==> config.mk <==
export PLATFORM = sky130hd
export DESIGN_NAME = sd_luma_noise_reduction
export DESIGN_NICKNAME = d
export VERILOG_FILES = /design/src/rtl/sd_luma_noise_reduction.v
export VERILOG_INCLUDE_DIRS = /design/src /design/src/rtl
export SDC_FILE = /design/constraint.sdc
export NUM_CORES = 1
export LEC_CHECK = 0
export BUFFER_PORTS_ARGS = -buffer_cell sky130_fd_sc_hd__buf_2
export CORE_AREA = 2 2 180 217
export CTS_CLUSTER_SIZE = 28
export DETAILED_ROUTE_END_ITERATION = 16
export DIE_AREA = 0 0 182 219
export GPL_TIMING_DRIVEN = 0
export PLACE_DENSITY = 0.49
export SLEW_MARGIN = 10
export SYNTH_ARGS = -nofsm -noshare
export SYNTH_HDL_FRONTEND = slang
export SYNTH_SLANG_ARGS = --single-unit
export TNS_END_PERCENT = 1
==> constraint.sdc <==
create_clock -name clk_i -period 11.6 [get_ports clk_i]
set_clock_uncertainty 0.2 [all_clocks]
set_input_delay 0.58 -clock clk_i [delete_from_list [all_inputs] [get_ports clk_i]]
set_output_delay 0.58 -clock clk_i [all_outputs]
set_load 0.02 [all_outputs]
==> src/rtl/luma_nr_consts.vh <==
`ifndef LUMA_NR_CONSTS_VH
`define LUMA_NR_CONSTS_VH

// register offsets
`define NR_ADDR_GAINS 8'h63
`define NR_ADDR_THRESH 8'h64
`define NR_ADDR_FILT 8'h65
`define NR_ADDR_EDGE 8'h42
`define NR_REG_RESET 8'h00
`define NR_READ_NONE 8'h00

// noise_coring_gains fields
`define NR_BORDER_GAIN_LSB 0
`define NR_BORDER_GAIN_MSB 3
`define NR_DATA_GAIN_LSB 4
`define NR_DATA_GAIN_MSB 7

// noise_threshold_block_shape fields
`define NR_THRESH_LSB 0
`define NR_THRESH_MSB 5
`define NR_BORDER_WIDE_BIT 6
`define NR_BLOCK_LARGE_BIT 7

// noise_filter_mode_offset fields
`define NR_FSEL_LSB 0
`define NR_FSEL_MSB 2
`define NR_MODE_BIT 4
`define NR_OFFSET_LSB 4
`define NR_OFFSET_MSB 7

// edge softening enable
`define NR_EDGE_EN_BIT 7
`define NR_EDGE_MASK 8'h80

// block grid masks, position within block
`define NR_BLK_MASK_SMALL 4'h7
`define NR_BLK_MASK_LARGE 4'hf
`define NR_POS_ZERO 4'h0
`define NR_POS_ONE 4'h1
`define NR_POS_STEP 4'h1

// gain scaling
`define NR_GAIN_SAT 4'h8
`define NR_CORE_SHIFT 3
`define NR_BOOST_SHIFT 4

// leading sample counter
`define NR_LEAD_ZERO 2'h0
`define NR_LEAD_MAX 2'h3
`define NR_LEAD_ONE 2'h1
`define NR_LEAD_TWO 2'h2

// luma range and fifo shape
`define NR_LUMA_MAX 12'h0ff
`define NR_LUMA_W 8
`define NR_WIN_LEN 5
`define NR_FIFO_W 9
`define NR_FIFO_DEPTH 4
`define NR_FIFO_AW 2

`endif

==> src/rtl/sd_luma_noise_reduction.v <==
`timescale 1ns/1ps
`default_nettype none
`include "luma_nr_consts.vh"

// small output buffer; its ready stalls the whole pixel window
module luma_fifo #(
  parameter WIDTH = `NR_FIFO_W,
  parameter DEPTH = `NR_FIFO_DEPTH,
  parameter AW = `NR_FIFO_AW
) (
  input wire clk_i,
  input wire rst_i,
  input wire in_valid_i,
  output wire in_ready_o,
  input wire [WIDTH-1:0] in_data_i,
  output wire out_valid_o,
  input wire out_ready_i,
  output wire [WIDTH-1:0] out_data_o
);
  // fill level thresholds at counter width
  localparam [AW:0] FULL = DEPTH[AW:0];
  localparam [AW:0] EMPTY = {(AW+1){1'b0}};
  // one-step constants, so no increment pads a bit
  localparam [AW-1:0] PTR_STEP = {{(AW-1){1'b0}}, 1'b1};
  localparam [AW:0] CNT_STEP = {{AW{1'b0}}, 1'b1};
  // storage is plain flops; four words cost little
  reg [WIDTH-1:0] mem_reg [0:DEPTH-1];
  reg [AW-1:0] wr_ptr_reg;
  reg [AW-1:0] rd_ptr_reg;
  reg [AW:0] count_reg;
  wire push;
  wire pop;
  integer i;

  // depth is a power of two so pointers wrap on their own
  assign in_ready_o = (count_reg != FULL);
  assign out_valid_o = (count_reg != EMPTY);
  assign push = in_valid_i & in_ready_o;
  assign pop = out_valid_o & out_ready_i;
  assign out_data_o = mem_reg[rd_ptr_reg];

  // storage and pointers
  always @(posedge clk_i or posedge rst_i) begin
    if (rst_i) begin
      wr_ptr_reg <= {AW{1'b0}};
      rd_ptr_reg <= {AW{1'b0}};
      count_reg <= EMPTY;
      for (i = 0; i < DEPTH; i = i + 1) begin
        mem_reg[i] <= {WIDTH{1'b0}};
      end
    end else begin
      if (push) begin
        mem_reg[wr_ptr_reg] <= in_data_i;
        wr_ptr_reg <= wr_ptr_reg + PTR_STEP;
      end
      if (pop) begin
        rd_ptr_reg <= rd_ptr_reg + PTR_STEP;
      end
      if (push && !pop) begin
        count_reg <= count_reg + CNT_STEP;
      end else if (pop && !push) begin
        count_reg <= count_reg - CNT_STEP;
      end
    end
  end
endmodule

// How it works
// - luma only; filter magnitude compared with threshold
// - coring: below threshold, subtract gained filter output
// - boost: above threshold, add gained filter output
// - border areas use low nibble gain
// - block interior uses high nibble gain
// - coring gain is code times one eighth, at most one
// - boost gain is code times one sixteenth, at most one half
// - threshold is six-bit unsigned magnitude
// - border area two or four pixels wide
// - block grid eight or sixteen pixels
// - three bits pick the detail filter
// - mode bit picks coring or boost
// - four-bit offset shifts block grid per pixel
// - soften first/last three samples by scale steps
// - other active samples pass edge stage untouched
module sd_luma_noise_reduction (
  input wire clk_i,
  input wire rst_i,
  input wire reg_we_i,
  input wire [7:0] reg_addr_i,
  input wire [7:0] reg_wdata_i,
  output reg [7:0] reg_rdata_o,
  input wire pix_valid_i,
  output wire pix_ready_o,
  input wire [7:0] luma_i,
  input wire active_i,
  output wire pix_valid_o,
  input wire pix_ready_i,
  output wire [7:0] luma_o,
  output wire active_o
);
  // control registers
  reg [7:0] gains_reg;
  reg [7:0] thresh_reg;
  reg [7:0] filt_reg;
  reg edge_en_reg;

  // five-sample window, index 0 newest; sample 3 is the one processed
  reg [7:0] win_reg [0:`NR_WIN_LEN-1];
  reg [4:0] act_reg;
  reg [3:0] hpos_reg;
  // saturates at three: only the first three positions matter
  reg [1:0] lead_reg;

  // stream handshake and loop index
  wire fifo_ready;
  wire adv;
  integer k;

  // one pixel per accepted strobe; a full buffer freezes the window
  assign adv = pix_valid_i & fifo_ready;
  assign pix_ready_o = fifo_ready;

  // register writes
  always @(posedge clk_i or posedge rst_i) begin
    if (rst_i) begin
      gains_reg <= `NR_REG_RESET;
      thresh_reg <= `NR_REG_RESET;
      filt_reg <= `NR_REG_RESET;
      edge_en_reg <= 1'b0;
    end else if (reg_we_i) begin
      case (reg_addr_i)
        `NR_ADDR_GAINS: gains_reg <= reg_wdata_i;
        `NR_ADDR_THRESH: thresh_reg <= reg_wdata_i;
        `NR_ADDR_FILT: filt_reg <= reg_wdata_i;
        `NR_ADDR_EDGE: edge_en_reg <= reg_wdata_i[`NR_EDGE_EN_BIT];
        default: ;
      endcase
    end
  end

  // registered readback, unmapped offsets read zero
  always @(posedge clk_i or posedge rst_i) begin
    if (rst_i) begin
      reg_rdata_o <= `NR_READ_NONE;
    end else begin
      case (reg_addr_i)
        `NR_ADDR_GAINS: reg_rdata_o <= gains_reg;
        `NR_ADDR_THRESH: reg_rdata_o <= thresh_reg;
        `NR_ADDR_FILT: reg_rdata_o <= filt_reg;
        `NR_ADDR_EDGE: reg_rdata_o <= edge_en_reg ? `NR_EDGE_MASK : `NR_READ_NONE;
        default: reg_rdata_o <= `NR_READ_NONE;
      endcase
    end
  end

  // field decode
  wire [3:0] border_gain = gains_reg[`NR_BORDER_GAIN_MSB:`NR_BORDER_GAIN_LSB];
  wire [3:0] data_gain = gains_reg[`NR_DATA_GAIN_MSB:`NR_DATA_GAIN_LSB];
  // threshold and block shape
  wire [5:0] thresh = thresh_reg[`NR_THRESH_MSB:`NR_THRESH_LSB];
  wire border_wide = thresh_reg[`NR_BORDER_WIDE_BIT];
  wire block_large = thresh_reg[`NR_BLOCK_LARGE_BIT];
  // filter pick and mode
  wire [2:0] fsel = filt_reg[`NR_FSEL_MSB:`NR_FSEL_LSB];
  wire boost_mode = filt_reg[`NR_MODE_BIT];
  // offset shares bit 4 with the mode bit, so odd offsets force boost mode
  wire [3:0] blk_offset = filt_reg[`NR_OFFSET_MSB:`NR_OFFSET_LSB];

  // sample window shift; line position of the sample entering slot 3
  always @(posedge clk_i or posedge rst_i) begin
    if (rst_i) begin
      for (k = 0; k < `NR_WIN_LEN; k = k + 1) begin
        win_reg[k] <= 8'h00;
      end
      act_reg <= 5'h00;
      hpos_reg <= `NR_POS_ZERO;
      lead_reg <= `NR_LEAD_ZERO;
    end else if (adv) begin
      win_reg[0] <= luma_i;
      for (k = 1; k < `NR_WIN_LEN; k = k + 1) begin
        win_reg[k] <= win_reg[k-1];
      end
      // active flags travel with their samples
      act_reg <= {act_reg[3:0], active_i};
      if (act_reg[2] && !act_reg[3]) begin
        hpos_reg <= `NR_POS_ZERO;
        lead_reg <= `NR_LEAD_ZERO;
      end else begin
        hpos_reg <= hpos_reg + `NR_POS_STEP;
        lead_reg <= (lead_reg == `NR_LEAD_MAX) ? `NR_LEAD_MAX : lead_reg + `NR_LEAD_ONE;
      end
    end
  end

  // detail filter on neighbours; older sample is left
  wire signed [10:0] c_s = {3'b000, win_reg[3]};
  wire signed [10:0] l_s = {3'b000, win_reg[4]};
  wire signed [10:0] r_s = {3'b000, win_reg[2]};
  wire signed [10:0] hp_sym = (c_s <<< 1) - l_s - r_s;
  wire signed [10:0] hp_edge = (c_s - l_s) <<< 1;
  // bit 2 picks symmetric or one-sided shape, low bits attenuate
  wire signed [10:0] hp_raw = fsel[2] ? hp_edge : hp_sym;
  wire signed [10:0] filt_out = hp_raw >>> fsel[1:0];
  wire [10:0] filt_mag = filt_out[10] ? (11'h000 - filt_out) : filt_out;
  // equal to the threshold is neither noise nor detail
  wire is_noise = (filt_mag < {5'b00000, thresh});
  wire is_detail = (filt_mag > {5'b00000, thresh});

  // block grid position with offset applied
  wire [3:0] blk_mask = block_large ? `NR_BLK_MASK_LARGE : `NR_BLK_MASK_SMALL;
  wire [3:0] blk_pos = (hpos_reg + blk_offset) & blk_mask;
  // narrow border: last and first pixel of a block
  wire edge_narrow = (blk_pos == blk_mask) || (blk_pos == `NR_POS_ZERO);
  wire edge_extra = (blk_pos == blk_mask - `NR_POS_ONE) || (blk_pos == `NR_POS_ONE);
  wire on_border = edge_narrow || (border_wide && edge_extra);

  // gain pick and saturation at one (coring) or one half (boost)
  wire [3:0] gain_code = on_border ? border_gain : data_gain;
  // codes above eight saturate
  wire [3:0] gain_sat = (gain_code > `NR_GAIN_SAT) ? `NR_GAIN_SAT : gain_code;
  // operands widened to product width before the multiply
  wire signed [15:0] filt_wide = {{5{filt_out[10]}}, filt_out};
  wire signed [15:0] gain_wide = {12'h000, gain_sat};
  wire signed [15:0] prod = filt_wide * gain_wide;
  // arithmetic shifts round toward minus infinity
  wire signed [15:0] core_amt = prod >>> `NR_CORE_SHIFT;
  wire signed [15:0] boost_amt = prod >>> `NR_BOOST_SHIFT;

  // apply correction; boost leaves noise untouched, coring leaves detail
  reg signed [11:0] nr_sum;
  reg [7:0] nr_luma;
  always @* begin
    nr_sum = {4'h0, win_reg[3]};
    if (!boost_mode && is_noise) begin
      nr_sum = {4'h0, win_reg[3]} - core_amt[11:0];
    end else if (boost_mode && is_detail) begin
      nr_sum = {4'h0, win_reg[3]} + boost_amt[11:0];
    end
    // clamp back into the eight-bit luma range
    if (nr_sum < 12'sh000) begin
      nr_luma = 8'h00;
    end else if (nr_sum > $signed(`NR_LUMA_MAX)) begin
      nr_luma = 8'hff;
    end else begin
      nr_luma = nr_sum[7:0];
    end
  end

  // edge position: leading from counter, trailing from lookahead
  wire lead_first = (lead_reg == `NR_LEAD_ZERO);
  wire lead_second = (lead_reg == `NR_LEAD_ONE);
  wire lead_third = (lead_reg == `NR_LEAD_TWO);
  wire trail_last = !act_reg[2];
  wire trail_second = !act_reg[1];
  wire trail_third = !act_reg[0];
  // scale steps; seven eighths reuses the one-eighth shift
  wire [7:0] scale_eighth = {3'b000, nr_luma[7:3]};
  wire [7:0] scale_half = {1'b0, nr_luma[7:1]};
  wire [7:0] scale_seven = nr_luma - {3'b000, nr_luma[7:3]};

  // softening; short lines favour the leading scale
  reg [7:0] out_luma;
  always @* begin
    out_luma = win_reg[3];
    if (act_reg[3]) begin
      out_luma = nr_luma;
      if (edge_en_reg) begin
        if (lead_first || (trail_last && !lead_second && !lead_third)) begin
          out_luma = scale_eighth;
        end else if (lead_second || (trail_second && !lead_third)) begin
          out_luma = scale_half;
        end else if (lead_third || trail_third) begin
          out_luma = scale_seven;
        end
      end
    end
  end

  // blanking samples travel too, so output timing follows input
  wire [`NR_FIFO_W-1:0] fifo_out;
  luma_fifo #(
    .WIDTH(`NR_FIFO_W),
    .DEPTH(`NR_FIFO_DEPTH),
    .AW(`NR_FIFO_AW)
  ) out_buf (
    .clk_i(clk_i),
    .rst_i(rst_i),
    .in_valid_i(adv),
    .in_ready_o(fifo_ready),
    .in_data_i({act_reg[3], out_luma}),
    .out_valid_o(pix_valid_o),
    .out_ready_i(pix_ready_i),
    .out_data_o(fifo_out)
  );

  // buffer word splits back into sample and active flag
  assign luma_o = fifo_out[`NR_LUMA_W-1:0];
  assign active_o = fifo_out[`NR_LUMA_W];
endmodule

`default_nettype wire

==> results of run 1 <==
[synth_stat cells (5+ instances only)]
| master | count |
|---|---|
| and3_1 | 7 |
| xnor2_1 | 34 |
| nor4_1 | 8 |
| clkbuf_1 | 33 |
| dfrtp_1 | 126 |
| a21o_1 | 19 |
| nor2b_1 | 12 |
| ha_1 | 88 |
| mux4_2 | 9 |
| buf_2 | 5 |
| mux2i_1 | 22 |
| nand2_1 | 187 |
| or3_1 | 6 |
| nand3b_1 | 5 |
| nor2_1 | 109 |
| nor3_1 | 12 |
| xor2_1 | 14 |
| a21oi_1 | 55 |
| o311a_1 | 6 |
| nand2b_1 | 15 |
| a31oi_1 | 6 |
| o31ai_1 | 19 |
| o211ai_1 | 10 |
| a21boi_0 | 7 |
| fa_1 | 31 |
| inv_1 | 107 |
| or2_2 | 17 |
| o21a_1 | 14 |
| o21ai_1 | 6 |
| mux2_2 | 22 |
| a211oi_1 | 20 |
| a22oi_1 | 7 |
| and2_1 | 8 |
| nand4_1 | 8 |
| o21ai_0 | 114 |
| nand3_1 | 19 |
[stage by stage]
stage | util (%) | cell area (um^2) | setup TNS, ns | instances | hold WS (ns)
global route | 35.1 | 13200 | -0.699 | 1880 | 0.0129
detailed placement | 32.0 | 12100 | -35.87 | 1830 | 0.255
finish | 35.1 | 13200 | 0 | 1880 | -0.0187
CTS | 34.0 | 12800 | 0 | 1864 | 0.000778
global placement | 31.9 | 12000 | -32.50 | 1829 | 0.259
floorplan | - | 11200 | 0 | 1301 | 0.239
[worst max-delay path: cells and delay by family, from the launching register on]
kind                       cells  cell delay [ns]
AOI/OAI and AO/OA             21             4.04
xor gates and xnor gates       3             0.48
adders and majority gates      9             3.29
buffers and inverters          5             0.62
DFF                            1             0.44
muxes                          2             0.46
and+or+nand+nor                6             1.48
[worst paths after layout]
| check | end | slack, ns |
|---|---|---|
| min in group clk_i | win_reg[33] | 0.14 |
| worst max-delay path | out_buf.mem_reg[24] | 0.42 |
| worst max register to register | out_buf.mem_reg[24] | 0.42 |
| max in group asynchronous | c_s[2] | 10.46 |
| worst min register to register | win_reg[29] | 0.27 |
| worst min-delay path | r_s[6] | -0.02 |
[layout make-up]
type	count	area, um^2
inverter	107	407
buffer	42	186
fill	3943	24500
tap	480	601
multi-input combinational	1023	7860
clock inverter	8	115
sequential	126	3160
clock buffer	23	458
timing repair buffer	71	433
[repair_timing]
action / CTS / global route
setup buffers: 4 / 18
pin swaps: 3 / 14
resized for setup: 38 / 55
setup endpoints to repair: 32 / 28
[cell families after synthesis]
kind of cell    after synthesis
compound gates              362
flops                       126
buf+inv                     152
fa+ha+maj                   119
xor+xnor                     49
mux                          54
simple gates                439
[per-layer routing]
| metal | wire (um) | vias to the layer above | part of all wire [%] |
|---|---|---|---|
| li1 | - | 4812 | - |
| met4 | 583 | 0 | 1.8 |
| met2 | 16600 | 153 | 50 |
| met3 | 965 | 32 | 2.9 |
| met5 | 0 | - | 0 |
| met1 | 14900 | 4813 | 45 |
==> results.json, run 1 <==
{
  "viasPerCell": 5.22,
  "violations": "hold timing",
  "die_h_um": 219,
  "use_met2_pct": 30.0,
  "final.min_clock_period_ns": 11.18,
  "cts_tree": "done",
  "maxCapViolCount": 0,
  "wl_per_cell_um": 17.6,
  "dr_total_vias": 9810,
  "min_period_over_period_pct": 96.4,
  "first_global_vias": 9920,
  "outcome": "finished with violations",
  "dr.pass1.iters": 7,
  "antenna_found_initial": 0,
  "core_um2": 37700,
  "hp-class": "input pin to asynchronous set/reset pin",
  "synth_nets": 1450,
  "grt.met3_usage_pct": 2.67,
  "crit_path_frequent_cell": "ha_1",
  "dieArea_um2": 39900,
  "clk_latency_ns": 0.43,
  "rows": 78,
  "cts-buffers-inserted": 17,
  "drc_errors": 0,
  "timing_worst_setup_path_type": "flip-flop to flip-flop",
  "holdBufCountCts": 0,
  "grt_max_degree": 78,
  "synth_async_sr_flop_share_pct": 100,
  "start_util_pct": 29.7,
  "clkTransAtPathRegs_ns": 0.06,
  "critPathCaptureType": "flip-flop",
  "synth.area.mux_share_pct": 6.13,
  "top_usage_layer": "met2",
  "cts_buffer_depth": 2,
  "yosys.area.top_type": "dfrtp_1",
  "root_buffer": "clkbuf_16",
  "synth_warnings": 0,
  "synth_area_um2": 11200,
  "htree_levels": 4,
  "fp.dieW_um": 182,
  "io_pins": 49,
  "grt.total_usage_pct": 16.9,
  "layout_commonest_cell": "nand2_1",
  "critPathLaunchType": "flip-flop",
  "synth_fa_ha_area_share_pct": 15.4,
  "slew_headroom_pct": 44.0,
  "layout_common_cells": "nand2_1, dfrtp_1, o21ai_0",
  "timing.fmax_ghz": 0.0895,
  "hold_slack_ns": -0.0187,
  "drive_gt1_share_pct": 17.4,
  "synth_compound_area_share_pct": 22.7,
  "use_met1_pct": 21.2,
  "pre_cts_ws_ns": -1.63,
  "yosysUniqueCellTypes": 97,
  "required_ns": 11.70,
  "largest_register_ffs": 36,
  "dpl.hpwl_um": 25500,
  "r2r-start": "c_s[0]",
  "synth_area_leaders": "dfrtp_1, ha_1, nand2_1, fa_1, o21ai_0",
  "syn2layout_area_growth_pct": 18.1,
  "synth-seq-area-share_pct": 28.2,
  "cp_slowest_cell": "fa_1",
  "setup_viol": 0,
  "synth-seq-cells": 126,
  "worstPathArrival_ns": 11.27,
  "port_buffers": 48,
  "routed_wl_um": 33000,
  "drt_iter0_markers": 541,
  "synth_edf_count": 0,
  "finalMaxSlewViolations": 0,
  "startpoint": "c_s[0]",
  "gp_congestion": 0.838,
  "synth-simple-area-share_pct": 18.3,
  "gr-total-overflow": 0,
  "cts.sinks": 126,
  "ys.flop_type": "dfrtp_1",
  "n_antenna_cell": 0,
  "hold_viol": 10,
  "grt_pass1_wl_um": 53700,
  "synth_xor_area_share_pct": 3.97,
  "rr_worst_depth": 46,
  "synthCells": 1301,
  "synth_top_family_by_area": "compound AO/OA/AOI/OAI gates",
  "worst_pin_slew_ns": 0.840,
  "fin_nets": 1537,
  "slowest_delay_ns": 0.51,
  "synth_area_per_cell_um2": 8.60,
  "ant_nets": 0,
  "finalWorstSetupSlack_ns": 0.421,
  "synth_top_area_share_pct": 28.2,
  "cp_max_fo": 7
}
Power of run 1 is not shown: default switching activity piles up to over one toggle a cycle in this logic, so the estimate is an artifact.
==> inputs of run 2 (changes only) <==
- CORE_AREA: 2 2 180 217 -> 2 2 174 210
- DIE_AREA: 0 0 182 219 -> 0 0 176 212
- PLACE_DENSITY: 0.49 -> 0.51
==> run 2 against run 1 <==
The flow now finishes without violations. Sequential cell count did not move. Cell count shrank 0.21%. Global-route usage rose by 1.1 points. Critical endpoint is now out_buf.mem_reg[33]. Highest routed layer unchanged.
==> results.json, run 2 (synthesis results as in run 1) <==
{
  "clkTransAtPathRegs_ns": 0.06,
  "layout_common_cells": "nand2_1, dfrtp_1, o21ai_0",
  "ant_nets": 0,
  "drt_iter0_markers": 485,
  "cts.sinks": 126,
  "r2r-start": "c_s[0]",
  "slowest_delay_ns": 0.51,
  "fin_cells": 1876,
  "grt_max_degree": 75,
  "core_um2": 35500,
  "fin_tns_setup_ns": 0,
  "finalMaxSlewViolations": 0,
  "hp-class": "input pin to flip-flop",
  "timing.fmax_ghz": 0.0901,
  "critPathLaunchType": "flip-flop",
  "dr.pass1.iters": 5,
  "setup_viol": 0,
  "root_buffer": "clkbuf_16",
  "min_to": "win_reg[33]",
  "io_pins": 49,
  "dpl.hpwl_um": 25100,
  "rr_worst_depth": 46,
  "outcome": "finished clean",
  "maxCapViolCount": 0,
  "final.min_clock_period_ns": 11.10,
  "largest_register_ffs": 36,
  "htree_levels": 4,
  "fin_nets": 1544,
  "timing_worst_setup_path_type": "flip-flop to flip-flop",
  "dieArea_um2": 37300,
  "cp_max_fo": 5,
  "required_ns": 11.70,
  "port_buffers": 48,
  "routed_wl_um": 32800,
  "antenna_found_initial": 0,
  "drive_gt1_share_pct": 18.0,
  "rrSetupSlack_ns": 0.50,
  "gp_congestion": 0.858,
  "n_antenna_cell": 0,
  "grt.total_usage_pct": 18.0,
  "first_global_vias": 9952,
  "worst_pin_slew_ns": 0.925,
  "die_h_um": 212,
  "slew_headroom_pct": 38.2,
  "viasPerCell": 5.28,
  "drc_errors": 0,
  "pre_cts_ws_ns": -1.46,
  "start_util_pct": 31.6,
  "dr_total_vias": 9911,
  "min_period_over_period_pct": 95.7,
  "placedCellCount": 1818,
  "rows": 76,
  "wl_per_cell_um": 17.5,
  "hold_viol": 0,
  "fp.dieW_um": 176,
  "cts_buffer_depth": 2,
  "worstHoldStart": "luma_i[1]",
  "r2r-end": "out_buf.mem_reg[33]",
  "clk_latency_ns": 0.44,
  "worstPathArrival_ns": 11.20,
  "worstHoldPathCells": 3,
  "cts-buffers-inserted": 17,
  "gr-total-overflow": 0,
  "finalWorstSetupSlack_ns": 0.502,
  "syn2layout_area_growth_pct": 19.0,
  "critPathCaptureType": "flip-flop",
  "cp_slowest_cell": "fa_1",
  "cts_tree": "done",
  "crit_path_frequent_cell": "o21ai_0",
  "grt_pass1_wl_um": 53000,
  "layout_commonest_cell": "nand2_1"
}
-- run 2: through the flow --
stage	utilization (%)	area, um^2	hold WS (ns)
after floorplan	-	11200	0.239
after global placement	33.9	12000	0.260
after detailed placement	34.0	12100	0.253
after CTS	36.4	12900	0.116
after global routing	37.6	13300	0.128
final	37.6	13300	0.134
-- run 2: layer usage --
layer / track usage, % / vias to the layer above / part of all wire, %
met4: 5.84 / 0 / 2.2
met2: 32.5 / 170 / 51
met5: 0 / - / 0
li1: - / 4838 / -
met3: 2.24 / 48 / 2.7
met1: 22.1 / 4855 / 45
-- run 2: final cells by class --
class / instances / area (um^2)
inverter: 107 / 407
multi-input combinational: 1023 / 7840
tap: 468 / 586
sequential: 126 / 3160
buffer: 41 / 179
clock buffer: 18 / 439
timing repair buffer: 79 / 493
clock inverter: 14 / 215
fill: 3635 / 22100
-- run 2: timing repair --
action / CTS / global route
hold endpoints to repair: 15 / 0
setup buffers: 5 / 23
gates resized for setup: 39 / 48
cloned: 0 / 1
setup endpoints to repair: 32 / 28
pin swaps: 3 / 17
hold buffers: 1 / 0
-- run 2: worst max-delay path, delay by kind of cell (launching register included) --
family	cells	cell delay, ns
mux	2	0.43
flops	1	0.44
compound gates	21	3.99
simple gates	6	1.54
buf+inv	5	0.65
fa+ha+maj	9	3.26
xor+xnor	3	0.46
-- run 2: worst max-delay path by stage --
stage / cells after the start / startpoint / to / slack (ns)
after global routing: 47 / l_s[0] / out_buf.mem_reg[33] / -0.06
after CTS: 49 / c_s[1] / out_buf.mem_reg[33] / 0.08
after detailed placement: 48 / c_s[1] / out_buf.mem_reg[14] / -1.46
after floorplan: 47 / c_s[1] / out_buf.mem_reg[24] / 0.82
final: 46 / c_s[0] / out_buf.mem_reg[33] / 0.50
after global placement: 48 / c_s[1] / out_buf.mem_reg[23] / -1.45
Power of run 2 is left out for the same reason.
==> inputs of run 3 (changes only) <==
- RECOVER_POWER: default -> 100
==> run 3 against run 2 <==
First-iteration DRC count grew 5.2%. Largest cell class unchanged. Cell count is the same. Critical endpoint unchanged. Count of clock-buffer cells in the layout is the same. The flow now finishes with violations (capacitance limit, slew limit). Sequential share of layout area grew 0.092 points. Sequential cell count is the same.
==> results.json, run 3 (synthesis results as in run 1) <==
{
  "outcome": "finished with violations",
  "violations": "capacitance limit, slew limit",
  "setup_viol": 0,
  "fillers": 3634,
  "layout_common_cells": "nand2_1, dfrtp_1, o21ai_0",
  "crit_end": "out_buf.mem_reg[33]",
  "critPathLaunchType": "flip-flop",
  "dr.pass1.iters": 5,
  "worst-path-stages": 46,
  "cp_max_fo": 5,
  "rr_worst_depth": 46,
  "die_h_um": 212,
  "ant_nets": 0,
  "critPathCaptureType": "flip-flop",
  "worstPathArrival_ns": 11.20,
  "crit_family": "compound AO/OA/AOI/OAI gates",
  "gp_congestion": 0.858,
  "antenna_found_initial": 0,
  "cts-buffers-inserted": 17,
  "finalMaxSlewViolations": 129,
  "timing_worst_setup_path_type": "flip-flop to flip-flop",
  "htree_levels": 4,
  "core_um2": 35500,
  "rows": 76,
  "clk_latency_ns": 0.44,
  "layout_commonest_cell": "nand2_1",
  "fin_nets": 1544,
  "cts.sinks": 126,
  "dpl-instance-area_um2": 12100,
  "cp_slowest_cell": "fa_1",
  "r2r-end": "out_buf.mem_reg[33]",
  "multi_input_area_um2": 7840,
  "worst_pin_slew_ns": 4.05,
  "root_buffer": "clkbuf_16",
  "drt_iter0_markers": 510,
  "port_buffers": 48,
  "syn2layout_area_growth_pct": 18.5,
  "wl_met2_um": 16700,
  "cts_buffer_depth": 2,
  "dr_total_vias": 9928,
  "maxCapViolCount": 2,
  "startpoint": "c_s[0]",
  "seq_area_um2": 3160,
  "io_pins": 49,
  "clkTransAtPathRegs_ns": 0.06,
  "met1Wirelength_um": 14700,
  "timing.fmax_ghz": 0.0901,
  "wl_per_cell_um": 17.5,
  "drive_gt1_share_pct": 16.5,
  "dpl.hpwl_um": 25100,
  "grt.total_usage_pct": 18.0,
  "start_util_pct": 31.6,
  "hold_viol": 0,
  "hp-class": "input pin to flip-flop",
  "drc_errors": 0,
  "required_ns": 11.70,
  "grt_pass1_wl_um": 53000,
  "largest_register_ffs": 36,
  "gr-total-overflow": 0,
  "timing.critical_path.buf_inv": 5,
  "final.min_clock_period_ns": 11.10,
  "slowest_delay_ns": 0.51,
  "dieArea_um2": 37300,
  "n_antenna_cell": 0,
  "grt_max_degree": 75,
  "r2r-start": "c_s[0]",
  "crit_path_frequent_cell": "o21ai_0",
  "rrSetupSlack_ns": 0.50,
  "first_global_vias": 9952,
  "final_area_um2": 13300,
  "routed_wl_um": 32900,
  "cts_tree": "done",
  "fp.dieW_um": 176,
  "wl_met3_um": 844,
  "slew_headroom_pct": -170,
  "viasPerCell": 5.29,
  "min_period_over_period_pct": 95.7,
  "maxUsedRoutingLayer": "met4"
}
-- run 3: stage by stage --
stage | TNS [ns] | cells | worst slack (ns) | util, % | hold WS [ns]
finish | 0 | 1876 | 0.505 | 37.4 | 0.131
global route | -0.188 | 1876 | -0.0618 | 37.4 | 0.128
CTS | 0 | 1854 | 0.0761 | 36.4 | 0.116
detailed placement | -31.38 | 1818 | -1.46 | 34.0 | 0.253
global placement | -31.30 | 1817 | -1.45 | 33.9 | 0.260
floorplan | 0 | 1301 | 0.824 | - | 0.239
-- run 3: metal layers --
metal	track usage (%)	vias up
met5	0	-
met4	5.84	0
met3	2.24	51
met2	32.5	168
met1	22.1	4877
li1	-	4832
-- run 3: worst reg2reg max path, delay by kind of cell, from the launching register on --
kind                     cells  cell delay (ns)
AND/OR/NAND/NOR              6             1.54
flip-flops                   1             0.44
AO/OA/AOI/OAI               21             4.01
adder cells (fa/ha/maj)      9             3.26
XOR/XNOR                     3             0.46
buffers and inverters        5             0.65
multiplexers                 2             0.44
-- run 3: timing repair --
action | 4_1_cts | 5_1_grt
hold buffers | 1 | 0
gates resized for setup | 39 | 48
buffers inserted | 5 | 23
pin swaps | 3 | 17
endpoints found under the setup margin | 32 | 28
cloned | 0 | 1
endpoints found under the hold margin | 15 | 0
-- run 3: area by class of cell --
cell class,count,area share (%)
buffer,41,1.35
timing repair buffer,79,3.36
multi-input combinational,1023,59.1
clock buffer,18,3.31
inverter,107,3.04
clock inverter,14,1.62
tap,468,4.41
sequential,126,23.8
-- run 3: worst min path at each step --
stage                        start                  end  slack, ns  depth (start not counted)
3_5_place_dp           win_reg[39]          win_reg[31]       0.25                          2
4_1_cts                  luma_i[6]          win_reg[38]       0.12                          3
3_3_place_gp   out_buf.mem_reg[27]  out_buf.mem_reg[27]       0.26                          2
2_1_floorplan          win_reg[24]               r_s[0]       0.24                          2
6_report                 luma_i[1]          win_reg[33]       0.13                          3
5_1_grt                  luma_i[5]          win_reg[37]       0.13                          3
Power of run 3 is left out for the same reason.
